[config.mk]
export PLATFORM = sky130hd
export DESIGN_NAME = gdmc_port
export DESIGN_NICKNAME = d
export VERILOG_FILES = /design/src/design/gdmc_pkg.sv /design/src/design/gdmc_port.sv
export VERILOG_INCLUDE_DIRS = /design/src /design/src/design
export SDC_FILE = /design/constraint.sdc
export NUM_CORES = 1
export LEC_CHECK = 0
export ABC_AREA = 0
export BUFFER_PORTS_ARGS = -buffer_cell sky130_fd_sc_hd__buf_2
export CAP_MARGIN = 10
export CORE_ASPECT_RATIO = 1.4
export CORE_UTILIZATION = 50
export CTS_CLUSTER_DIAMETER = 60
export CTS_CLUSTER_SIZE = 40
export DETAILED_ROUTE_END_ITERATION = 7
export PLACE_DENSITY = 0.67
export SYNTH_ARGS = -nofsm -noshare
export SYNTH_HDL_FRONTEND = slang
export SYNTH_SLANG_ARGS = --single-unit
[constraint.sdc]
create_clock -name ref_clk -period 2.1 [get_ports ref_clk]
set_input_delay 0.21 -clock ref_clk [delete_from_list [all_inputs] [get_ports ref_clk]]
set_output_delay 0.21 -clock ref_clk [all_outputs]
set_load 0.02 [all_outputs]
[src/design/gdmc_defines.svh]
`ifndef GDMC_DEFINES_SVH
`define GDMC_DEFINES_SVH

`define GDMC_NPINS 8
`define GDMC_AW 8
`define GDMC_DW 8

`define GDMC_A_DM0 8'h00
`define GDMC_A_DM1 8'h01
`define GDMC_A_DM2 8'h02
`define GDMC_A_OUT 8'h03
`define GDMC_A_PST 8'h04
`define GDMC_A_BYP 8'h05
`define GDMC_A_IBD 8'h06
`define GDMC_A_SLW 8'h07
`define GDMC_A_REG 8'h08
`define GDMC_A_IRR 8'h09
`define GDMC_A_IRF 8'h0A
`define GDMC_A_IST 8'h0B
`define GDMC_A_USB 8'h0C
`define GDMC_A_PIN_BASE 8'h10

`define GDMC_USB_MASK 8'hC0
`define GDMC_RST_DM 24'h000000
`define GDMC_RST_OUT 8'h00

`define GDMC_PF_DM_LSB 0
`define GDMC_PF_OUT 3
`define GDMC_PF_BYP 4
`define GDMC_PF_SLW 5
`define GDMC_PF_IRR 6
`define GDMC_PF_IRF 7

`define GDMC_DM_HIZ_ANA 3'h0
`define GDMC_DM_HIZ_DIG 3'h1
`define GDMC_DM_RES_UP 3'h2
`define GDMC_DM_RES_DN 3'h3
`define GDMC_DM_OD_LO 3'h4
`define GDMC_DM_OD_HI 3'h5
`define GDMC_DM_STRONG 3'h6
`define GDMC_DM_RES_BOTH 3'h7

`endif

[src/design/gdmc_pkg.sv]
package gdmc_pkg;
    typedef struct packed {
        logic pull_up;
        logic pull_down;
        logic ibuf_en;
        logic slew_fast;
    } gdmc_pin_aux_t;

    typedef struct packed {
        logic drv_hi;
        logic drv_lo;
        logic pull_up;
        logic pull_down;
        logic ibuf_en;
    } gdmc_drive_t;
endpackage

[src/design/gdmc_port.sv]
`timescale 1ns/10ps
`include "gdmc_defines.svh"
// What this block does
// - Every pin holds its own three-bit drive-mode field.
// - Driven level comes from output value, or fabric signal under bypass.
// - Mode 0 is reset default: driver and input buffer both off.
// - Mode 1 floats output for both data values, input buffer on.
// - Mode 2 resistive high/strong low; mode 3 strong high/resistive low.
// - Mode 4 floats on data 1, strong low on data 0.
// - Mode 5 strong high on data 1, floats on data 0.
// - Mode 6 strong high and strong low.
// - Mode 7 resistive high and resistive low.
// - Regulated special pins lose the resistive parts of modes 2, 3, 7.
// - USB-capable pins have only drive select and pull-up enable.
// - USB pin: 0 strong low; 1 strong, resistive or floating high.
// - In USB operation the USB pin controls have no effect.
// - Port-wide mode writes leave USB pin mode bits untouched.
// - Pin interrupts on rising, falling or both edges; no level mode.
// - One interrupt request line for the whole port.
// - Pin-state read path is separate from output value storage.
// - Port words and per-pin words reach the same storage.
// - Reset state of the port is user programmable.
// - An enabled edge sets its status bit and raises the port request.
// - Per-pin slew select, applied only in strong and open-drain modes.
module gdmc_port
    import gdmc_pkg::*;
#(
    parameter logic [23:0] RST_DM = `GDMC_RST_DM,
    parameter logic [7:0] RST_OUT = `GDMC_RST_OUT
) (
    input wire logic ref_clk,
    input wire logic resetn,
    input wire logic [7:0] reg_addr,
    input wire logic [7:0] reg_wdata,
    input wire logic reg_wr,
    input wire logic reg_rd,
    output logic [7:0] reg_rdata,
    input wire logic [7:0] fabric_out,
    input wire logic [7:0] pin_in,
    output logic [7:0] pin_out,
    output logic [7:0] pin_oe_n,
    output gdmc_pin_aux_t [7:0] pin_aux,
    output logic usb_mode,
    output logic port_irq
);

    logic [2:0] pin_mode_bits_ff [7:0];
    logic [7:0] port_output_value_ff;
    logic [7:0] bypass_ff, ibuf_dis_ff, pin_slew_select_ff, regulated_ff;
    logic [7:0] irq_rise_ff, irq_fall_ff, irq_status_ff;
    logic usb_mode_ff;
    logic [7:0] sync1_ff, sync2_ff, prev_ff;
    logic [7:0] reg_rdata_ff;
    logic [7:0] port_pin_state, drv_data, ibuf_on, edge_hit, nxt_irq_status;
    logic pin_wr;
    logic [2:0] pin_idx;

    function automatic gdmc_drive_t gdmc_decode(input logic [2:0] dm, input logic d,
                                                input logic reg_out);
        gdmc_drive_t r;
        r = '0;
        r.ibuf_en = (dm != `GDMC_DM_HIZ_ANA);
        case (dm)
            `GDMC_DM_HIZ_ANA, `GDMC_DM_HIZ_DIG: r.drv_hi = 1'b0;
            `GDMC_DM_RES_UP: begin
                r.pull_up = d;
                r.drv_lo = !d;
            end
            `GDMC_DM_RES_DN: begin
                r.drv_hi = d;
                r.pull_down = !d;
            end
            `GDMC_DM_OD_LO: r.drv_lo = !d;
            `GDMC_DM_OD_HI: r.drv_hi = d;
            `GDMC_DM_STRONG: begin
                r.drv_hi = d;
                r.drv_lo = !d;
            end
            `GDMC_DM_RES_BOTH: begin
                r.pull_up = d;
                r.pull_down = !d;
            end
            default: r = '0;
        endcase
        // Regulated level cannot source through the resistor
        if (reg_out) begin
            r.pull_up = 1'b0;
            r.pull_down = 1'b0;
        end
        return r;
    endfunction

    function automatic logic gdmc_strong_mode(input logic [2:0] dm);
        return dm[2] && (dm != `GDMC_DM_RES_BOTH);
    endfunction

    // Pins 6 and 7 are the USB-capable pair
    function automatic logic gdmc_usb_pin(input logic [2:0] idx);
        logic [7:0] mask;
        mask = `GDMC_USB_MASK;
        return mask[idx];
    endfunction

    assign pin_wr = reg_wr && ({reg_addr[7:3], 3'h0} == `GDMC_A_PIN_BASE);
    assign pin_idx = reg_addr[2:0];

    ////////////////////////////////////////////////////////////////////////////
    // Configuration storage, port form and pin form share it

    always_ff @(posedge ref_clk) begin
        for (int i = 0; i < 8; i++) begin
            if (!resetn) begin
                pin_mode_bits_ff[i] <= {RST_DM[16 + i], RST_DM[8 + i], RST_DM[i]};
            end else if (pin_wr && pin_idx == i[2:0]) begin
                pin_mode_bits_ff[i] <= reg_wdata[`GDMC_PF_DM_LSB +: 3];
            end else if (reg_wr && !gdmc_usb_pin(i[2:0])) begin
                if (reg_addr == `GDMC_A_DM0) pin_mode_bits_ff[i][0] <= reg_wdata[i];
                if (reg_addr == `GDMC_A_DM1) pin_mode_bits_ff[i][1] <= reg_wdata[i];
                if (reg_addr == `GDMC_A_DM2) pin_mode_bits_ff[i][2] <= reg_wdata[i];
            end
        end
    end

    always_ff @(posedge ref_clk) begin
        if (!resetn) begin
            port_output_value_ff <= RST_OUT;
            bypass_ff <= 8'h00;
            pin_slew_select_ff <= 8'h00;
            irq_rise_ff <= 8'h00;
            irq_fall_ff <= 8'h00;
        end else if (pin_wr) begin
            port_output_value_ff[pin_idx] <= reg_wdata[`GDMC_PF_OUT];
            bypass_ff[pin_idx] <= reg_wdata[`GDMC_PF_BYP];
            pin_slew_select_ff[pin_idx] <= reg_wdata[`GDMC_PF_SLW];
            irq_rise_ff[pin_idx] <= reg_wdata[`GDMC_PF_IRR];
            irq_fall_ff[pin_idx] <= reg_wdata[`GDMC_PF_IRF];
        end else if (reg_wr) begin
            case (reg_addr)
                `GDMC_A_OUT: port_output_value_ff <= reg_wdata;
                `GDMC_A_BYP: bypass_ff <= reg_wdata;
                `GDMC_A_SLW: pin_slew_select_ff <= reg_wdata;
                `GDMC_A_IRR: irq_rise_ff <= reg_wdata;
                `GDMC_A_IRF: irq_fall_ff <= reg_wdata;
                default: bypass_ff <= bypass_ff;
            endcase
        end
    end

    always_ff @(posedge ref_clk) begin
        if (!resetn) begin
            ibuf_dis_ff <= 8'h00;
            regulated_ff <= 8'h00;
            usb_mode_ff <= 1'b0;
        end else if (reg_wr) begin
            if (reg_addr == `GDMC_A_IBD) ibuf_dis_ff <= reg_wdata;
            // USB pins have no regulated option
            if (reg_addr == `GDMC_A_REG) regulated_ff <= reg_wdata & ~`GDMC_USB_MASK;
            if (reg_addr == `GDMC_A_USB) usb_mode_ff <= reg_wdata[0];
        end
    end

    ////////////////////////////////////////////////////////////////////////////
    // Pin drive

    assign drv_data = (bypass_ff & fabric_out) | (~bypass_ff & port_output_value_ff);

    always_comb begin
        gdmc_drive_t d;
        logic usb_pin;
        d = '0;
        usb_pin = 1'b0;
        for (int i = 0; i < 8; i++) begin
            usb_pin = gdmc_usb_pin(i[2:0]);
            d = gdmc_decode(pin_mode_bits_ff[i], drv_data[i], regulated_ff[i]);
            if (usb_pin) begin
                // Bit 0 is drive select, bit 1 pull-up enable
                d = '0;
                d.ibuf_en = 1'b1;
                d.drv_lo = !drv_data[i];
                d.drv_hi = drv_data[i] && pin_mode_bits_ff[i][0];
                d.pull_up = drv_data[i] && !pin_mode_bits_ff[i][0] && pin_mode_bits_ff[i][1];
                if (usb_mode_ff) d = '0;
            end
            ibuf_on[i] = d.ibuf_en && !ibuf_dis_ff[i];
            pin_out[i] = d.drv_hi;
            pin_oe_n[i] = !(d.drv_hi || d.drv_lo);
            pin_aux[i].pull_up = d.pull_up;
            pin_aux[i].pull_down = d.pull_down;
            pin_aux[i].ibuf_en = ibuf_on[i];
            // Resistive modes ignore slew
            pin_aux[i].slew_fast = pin_slew_select_ff[i] && !usb_pin
                && gdmc_strong_mode(pin_mode_bits_ff[i]);
        end
    end

    assign usb_mode = usb_mode_ff;

    ////////////////////////////////////////////////////////////////////////////
    // Input sampling and edge interrupts

    always_ff @(posedge ref_clk) begin
        if (!resetn) begin
            sync1_ff <= 8'h00;
            sync2_ff <= 8'h00;
            prev_ff <= 8'h00;
        end else begin
            sync1_ff <= pin_in;
            sync2_ff <= sync1_ff;
            prev_ff <= port_pin_state;
        end
    end

    // Disabled buffer reads low and so cannot make edges
    assign port_pin_state = sync2_ff & ibuf_on;
    assign edge_hit = (port_pin_state & ~prev_ff & irq_rise_ff)
        | (~port_pin_state & prev_ff & irq_fall_ff);

    always_comb begin
        nxt_irq_status = irq_status_ff;
        if (reg_wr && reg_addr == `GDMC_A_IST) nxt_irq_status = irq_status_ff & ~reg_wdata;
        nxt_irq_status = nxt_irq_status | edge_hit;
    end

    always_ff @(posedge ref_clk) begin
        if (!resetn) irq_status_ff <= 8'h00;
        else irq_status_ff <= nxt_irq_status;
    end

    assign port_irq = |irq_status_ff;

    ////////////////////////////////////////////////////////////////////////////
    // Read path

    always_ff @(posedge ref_clk) begin
        if (!resetn) begin
            reg_rdata_ff <= 8'h00;
        end else if (reg_rd) begin
            reg_rdata_ff <= 8'h00;
            for (int i = 0; i < 8; i++) begin
                if (reg_addr == `GDMC_A_DM0) reg_rdata_ff[i] <= pin_mode_bits_ff[i][0];
                if (reg_addr == `GDMC_A_DM1) reg_rdata_ff[i] <= pin_mode_bits_ff[i][1];
                if (reg_addr == `GDMC_A_DM2) reg_rdata_ff[i] <= pin_mode_bits_ff[i][2];
            end
            case (reg_addr)
                `GDMC_A_OUT: reg_rdata_ff <= port_output_value_ff;
                `GDMC_A_PST: reg_rdata_ff <= port_pin_state;
                `GDMC_A_BYP: reg_rdata_ff <= bypass_ff;
                `GDMC_A_IBD: reg_rdata_ff <= ibuf_dis_ff;
                `GDMC_A_SLW: reg_rdata_ff <= pin_slew_select_ff;
                `GDMC_A_REG: reg_rdata_ff <= regulated_ff;
                `GDMC_A_IRR: reg_rdata_ff <= irq_rise_ff;
                `GDMC_A_IRF: reg_rdata_ff <= irq_fall_ff;
                `GDMC_A_IST: reg_rdata_ff <= irq_status_ff;
                `GDMC_A_USB: reg_rdata_ff <= {7'h00, usb_mode_ff};
                default: begin
                    if ({reg_addr[7:3], 3'h0} == `GDMC_A_PIN_BASE) begin
                        reg_rdata_ff <= {irq_fall_ff[pin_idx], irq_rise_ff[pin_idx],
                            pin_slew_select_ff[pin_idx], bypass_ff[pin_idx],
                            port_output_value_ff[pin_idx], pin_mode_bits_ff[pin_idx]};
                    end
                end
            endcase
        end
    end

    assign reg_rdata = reg_rdata_ff;

    ////////////////////////////////////////////////////////////////////////////
    // Checks

    property p_mode0_off;
        @(posedge ref_clk) disable iff (!resetn)
        (pin_mode_bits_ff[0] == 3'h0) |-> (pin_oe_n[0] && !pin_aux[0].ibuf_en);
    endproperty
    a_mode0_off: assert property (p_mode0_off) else $error("mode 0 not off");

    property p_strong;
        @(posedge ref_clk) disable iff (!resetn)
        (pin_mode_bits_ff[0] == 3'h6) |-> (!pin_oe_n[0] && pin_out[0] == drv_data[0]);
    endproperty
    a_strong: assert property (p_strong) else $error("strong mode wrong");

    property p_od_lo;
        @(posedge ref_clk) disable iff (!resetn)
        (pin_mode_bits_ff[0] == 3'h4 && drv_data[0]) |-> pin_oe_n[0];
    endproperty
    a_od_lo: assert property (p_od_lo) else $error("open drain low drove");

    property p_out_write;
        @(posedge ref_clk) disable iff (!resetn)
        (reg_wr && reg_addr == `GDMC_A_OUT) |=> (port_output_value_ff == $past(reg_wdata));
    endproperty
    a_out_write: assert property (p_out_write) else $error("output write lost");

    property p_usb_keep;
        @(posedge ref_clk) disable iff (!resetn)
        (reg_wr && reg_addr == `GDMC_A_DM0) |=> $stable(pin_mode_bits_ff[7]);
    endproperty
    a_usb_keep: assert property (p_usb_keep) else $error("port write hit usb pin");

    property p_rise_irq;
        @(posedge ref_clk) disable iff (!resetn)
        (irq_rise_ff[1] && ibuf_on[1] && $rose(sync2_ff[1])) |=> (irq_status_ff[1] && port_irq);
    endproperty
    a_rise_irq: assert property (p_rise_irq) else $error("rising edge missed");

    property p_no_edge;
        @(posedge ref_clk) disable iff (!resetn)
        (irq_rise_ff == 8'h00 && irq_fall_ff == 8'h00 && !(reg_wr && reg_addr == `GDMC_A_IST))
        |=> (irq_status_ff == $past(irq_status_ff));
    endproperty
    a_no_edge: assert property (p_no_edge) else $error("status set with edges off");

    property p_usb_mode;
        @(posedge ref_clk) disable iff (!resetn)
        usb_mode_ff |-> (pin_oe_n[7:6] == 2'b11 && !pin_aux[6].pull_up && !pin_aux[7].pull_up);
    endproperty
    a_usb_mode: assert property (p_usb_mode) else $error("usb pin driven in usb mode");

    property p_res_slew;
        @(posedge ref_clk) disable iff (!resetn)
        (pin_mode_bits_ff[0] == 3'h7) |-> !pin_aux[0].slew_fast;
    endproperty
    a_res_slew: assert property (p_res_slew) else $error("slew on resistive mode");

    property p_regulated;
        @(posedge ref_clk) disable iff (!resetn)
        regulated_ff[0] |-> !(pin_aux[0].pull_up || pin_aux[0].pull_down);
    endproperty
    a_regulated: assert property (p_regulated) else $error("resistive on regulated pin");

    property p_hiz_dig;
        @(posedge ref_clk) disable iff (!resetn)
        (pin_mode_bits_ff[0] == `GDMC_DM_HIZ_DIG) |-> (pin_oe_n[0] && !pin_aux[0].pull_up
            && !pin_aux[0].pull_down && pin_aux[0].ibuf_en == !ibuf_dis_ff[0]);
    endproperty
    a_hiz_dig: assert property (p_hiz_dig) else $error("mode 1 not a floating input");

    property p_res_up;
        @(posedge ref_clk) disable iff (!resetn)
        (pin_mode_bits_ff[0] == `GDMC_DM_RES_UP && !regulated_ff[0]) |-> (drv_data[0]
            ? (pin_oe_n[0] && pin_aux[0].pull_up) : (!pin_oe_n[0] && !pin_out[0]));
    endproperty
    a_res_up: assert property (p_res_up) else $error("mode 2 drive wrong");

    property p_od_hi;
        @(posedge ref_clk) disable iff (!resetn)
        (pin_mode_bits_ff[0] == `GDMC_DM_OD_HI)
            |-> (drv_data[0] ? (!pin_oe_n[0] && pin_out[0]) : pin_oe_n[0]);
    endproperty
    a_od_hi: assert property (p_od_hi) else $error("open drain high wrong");

    property p_res_both;
        @(posedge ref_clk) disable iff (!resetn)
        (pin_mode_bits_ff[0] == `GDMC_DM_RES_BOTH && !regulated_ff[0]) |-> (pin_oe_n[0]
            && pin_aux[0].pull_up == drv_data[0] && pin_aux[0].pull_down == !drv_data[0]);
    endproperty
    a_res_both: assert property (p_res_both) else $error("mode 7 pulls wrong");

    property p_usb_drive;
        @(posedge ref_clk) disable iff (!resetn)
        (!usb_mode_ff && !drv_data[7]) |-> (!pin_oe_n[7] && !pin_out[7]);
    endproperty
    a_usb_drive: assert property (p_usb_drive) else $error("usb pin not strong low");

    property p_bypass;
        @(posedge ref_clk) disable iff (!resetn)
        (pin_mode_bits_ff[2] == `GDMC_DM_STRONG && bypass_ff[2])
            |-> (!pin_oe_n[2] && pin_out[2] == fabric_out[2]);
    endproperty
    a_bypass: assert property (p_bypass) else $error("bypass level wrong");

    property p_pin_form;
        @(posedge ref_clk) disable iff (!resetn)
        (pin_wr && pin_idx == 3'h0) |=> (pin_mode_bits_ff[0] == $past(reg_wdata[2:0])
            && port_output_value_ff[0] == $past(reg_wdata[3]));
    endproperty
    a_pin_form: assert property (p_pin_form) else $error("pin form write lost");

endmodule

==> run metrics <==
vias per cell=6.65; Detail Route Antenna Nets=0; gpl congestion=1.05; Finish-stage setup viols=0; global route overflow=0; pin count of the biggest net entering global routing=69; slowest stage delay, CP=0.59 ns; GR Util met2=between 60% and 70%; mapped cell area=7560 um2; synth-to-layout area growth=27.0%; Max Cap Viol=0; CTS buffer count=17; CTS tree=built; FMAX=0.488 GHz; Total Power=6.52 mW; # nets final=1087; power per standard cell area=679 nW/um2; vias in the first global route=between 7000 and 8000; CP Cell Sequence=mux2i_4 > nor3_1 > a21oi_1 > o21ai_0 > buf_2; Placement Cell Area=8870 um2; status=finished clean; post-route clock period utilization=approximately 98%; clk root buf=clkbuf_16; IO Count=94; FP Rows=52; Setup crit start kind=flop; width of the chip=106 um; Cells after Synth=about 900; commonest non-fill, non-tap cell in the layout=buf_4; GRT met3 Usage=7.67%; total routed wirelength=32.4 mm; Final Max Slew Viols=0; Synth Flop Type=dfxtp_1; CTS clock-pin slew for the worst setup and hold paths=about 0.060 ns; Crit Path Max Fanout=6; clock skew=0.0131 ns; antenna cells=0; full die area=15600 um2; number of H-tree levels=4; Post-Place Cells=approximately 1200; Yosys reg bits=119; clk_lat worst skew=0.43 ns; GR peak layer=met2; Setup Buffers After CTS=0; vias after detailed routing=about 8300; Core Area=14600 um2; Hold Path Class=in2reg; most frequent cells in the layout=128 x buf_4, 93 x dfxtp_1, 89 x buf_2; Clock Tree Buf Depth=2; Netlist cell types=between 70 and 80; Initial Utilization=51.6%; share of cells above drive strength 1=29.1%; port bufs=89; Clock Sinks=119; number of DRC markers in iteration 0=935; First-pass DRT Iterations=6; Post-route DRC=0; first-pass GRT wire length=48.4 mm; fin crit period=~2 ns; Max IR drop VDD=0.504 mV; initial antenna violation count=0; Die Ht=between 100 and 150 um; DR WL/cell=between 20 and 30 um; total track usage=42.4%; P_leak=3.66 nW; setup_tns=0 ns; Worst EP required=1.89 ns; number of flops mapped to enable cells by yosys=24; Synth Area per Inst=roughly 8.4 um2; warnings from Yosys=0; DP Wirelength=between 20 and 25 mm; CP arrival=1.84 ns; Async S/R FF share, synth=0%; sequential area share after synthesis=34.7%; Crit Path Category=reg2out; fillers=1305; met1 Usage GRT=50.3%; Finished Cell Area=roughly 9600 um2; Slew @ Worst Pin=0.582 ns; Finished Layout Cells=roughly 1300; dpl ws=-0.0340 ns; Slowest cell on crit path=dfxtp_1; Relative slew margins=between 60% and 70%; final setup margin=approximately 0.05 ns; endpoint class of the critical path=primary output; final hold violation count=0
cells by family (layout without fill, tap and decap cells):
logic type | after synthesis | count (layout) | synth area share [%]
XOR/XNOR | 13 | 13 | 1.51
multiplexers | 52 | 52 | 9.65
buffers and inverters | 102 | 266 | 6.11
other | 1 | 4 | 0.0496
AND/OR/NAND/NOR | 319 | 319 | 22.2
AO/OA/AOI/OAI | 291 | 291 | 25.8
flip-flops | 119 | 119 | 34.7
path summary, 6_finish.rpt:
kind,start,end,slack (ns),cells after the start
worst max-delay path,bypass_ff[3]$_SDFFE_PN0P_,pin_oe_n[3],0.05,5
worst min-delay path,pin_in[6],sync1_ff[6]$_SDFF_PN0_,0.01,2
worst max register to register,pin_mode_bits_ff[0][1]$_DFFE_PP_,reg_rdata[0]$_SDFFE_PN0P_,0.18,6
worst min register to register,sync1_ff[3]$_SDFF_PN0_,sync2_ff[3]$_SDFF_PN0_,0.43,1
worst max-delay path: cells and delay by family, from the launching register on:
| kind | cells | cell delay (ns) |
|---|---|---|
| DFF | 1 | 0.59 |
| muxes | 1 | 0.39 |
| AOI/OAI and AO/OA | 2 | 0.20 |
| buffers and inverters | 1 | 0.16 |
| and+or+nand+nor | 1 | 0.07 |
cell type report:
type | instances | area (um2) | area share (%)
multi-input cells | 679 | 4510 | 47.0
flip-flops and latches | 119 | 2630 | 27.3
repair buffers | 229 | 1580 | 16.4
clock buffers | 22 | 497 | 5.17
well taps | 189 | 236 | 2.46
clock inverters | 10 | 136 | 1.42
inverters | 5 | 18.8 | 0.195
sequential cells by signal (all words and copies together), names as in the netlist:
name,cells
bypass_ff,8
ibuf_dis_ff,8
irq_fall_ff,8
irq_rise_ff,8
irq_status_ff,8
pin_mode_bits_ff,24
pin_slew_select_ff,8
port_output_value_ff,8
prev_ff,8
reg_rdata,8
regulated_ff,6
sync1_ff,8
sync2_ff,8
usb_mode,1
synthesized netlist by cell type (all sizes together), types with 3 or more instances:
cell type,instances,share of area [%]
a21oi,86,5.9
and2,18,1.5
a221oi,3,0.58
o31ai,4,0.40
nor2b,9,0.74
o221ai,5,0.58
mux4,16,4.8
mux2,7,1.0
inv,4,0.20
a32oi,3,0.35
o211ai,3,0.30
nand3b,6,0.60
nand2,82,4.1
clkbuf,61,3.0
and3,7,0.58
nand3,34,2.3
o31a,3,0.35
xor2,12,1.4
nor3,26,1.9
and4b,6,0.79
a31oi,9,0.74
mux2i,29,3.8
buf,36,2.8
o21ai,32,2.1
nor3b,8,0.79
o2bb2ai,5,0.58
a211oi,36,3.8
a21o,6,0.60
dfxtp,95,25
o21a,8,0.89
nand2b,9,0.74
a21bo,4,0.53
or4b,4,0.53
or3,8,0.66
a311oi,3,0.35
nor2,75,3.8
nor4b,9,1.0
a22oi,27,2.7
nor4,6,0.89
o22ai,37,3.1
and3b,3,0.35
edfxtp,24,9.5
power breakdown:
part	total, mW	internal, mW	switching, mW
Combinational	0.871	0.340	0.531
Sequential	2.46	2.39	0.0680
Clock	3.19	2.04	1.15
metrics by stage:
step                utilization, %  hold slack [ns]
floorplan                        -            0.337
detailed placement            60.6            0.420
finish                        65.6           0.0102
global route                  65.6          0.00872
global placement              60.6            0.414
CTS                           65.5          0.00598
timing repair:
action                                  CTS  global route
endpoints found under the setup margin    2             6
endpoints found under the hold margin     7             0
hold buffers                              7             0
gates resized for setup                   2             5
routing by layer:
layer | routed length (um) | vias up | part of all wire, %
met4 | 2790 | 0 | 8.6
li1 | - | 3683 | -
met5 | 0 | - | 0
met2 | 14900 | 567 | 46
met3 | 2800 | 157 | 8.6
met1 | 11900 | 3930 | 37
Note: power is estimated with default switching activity, not from simulation.
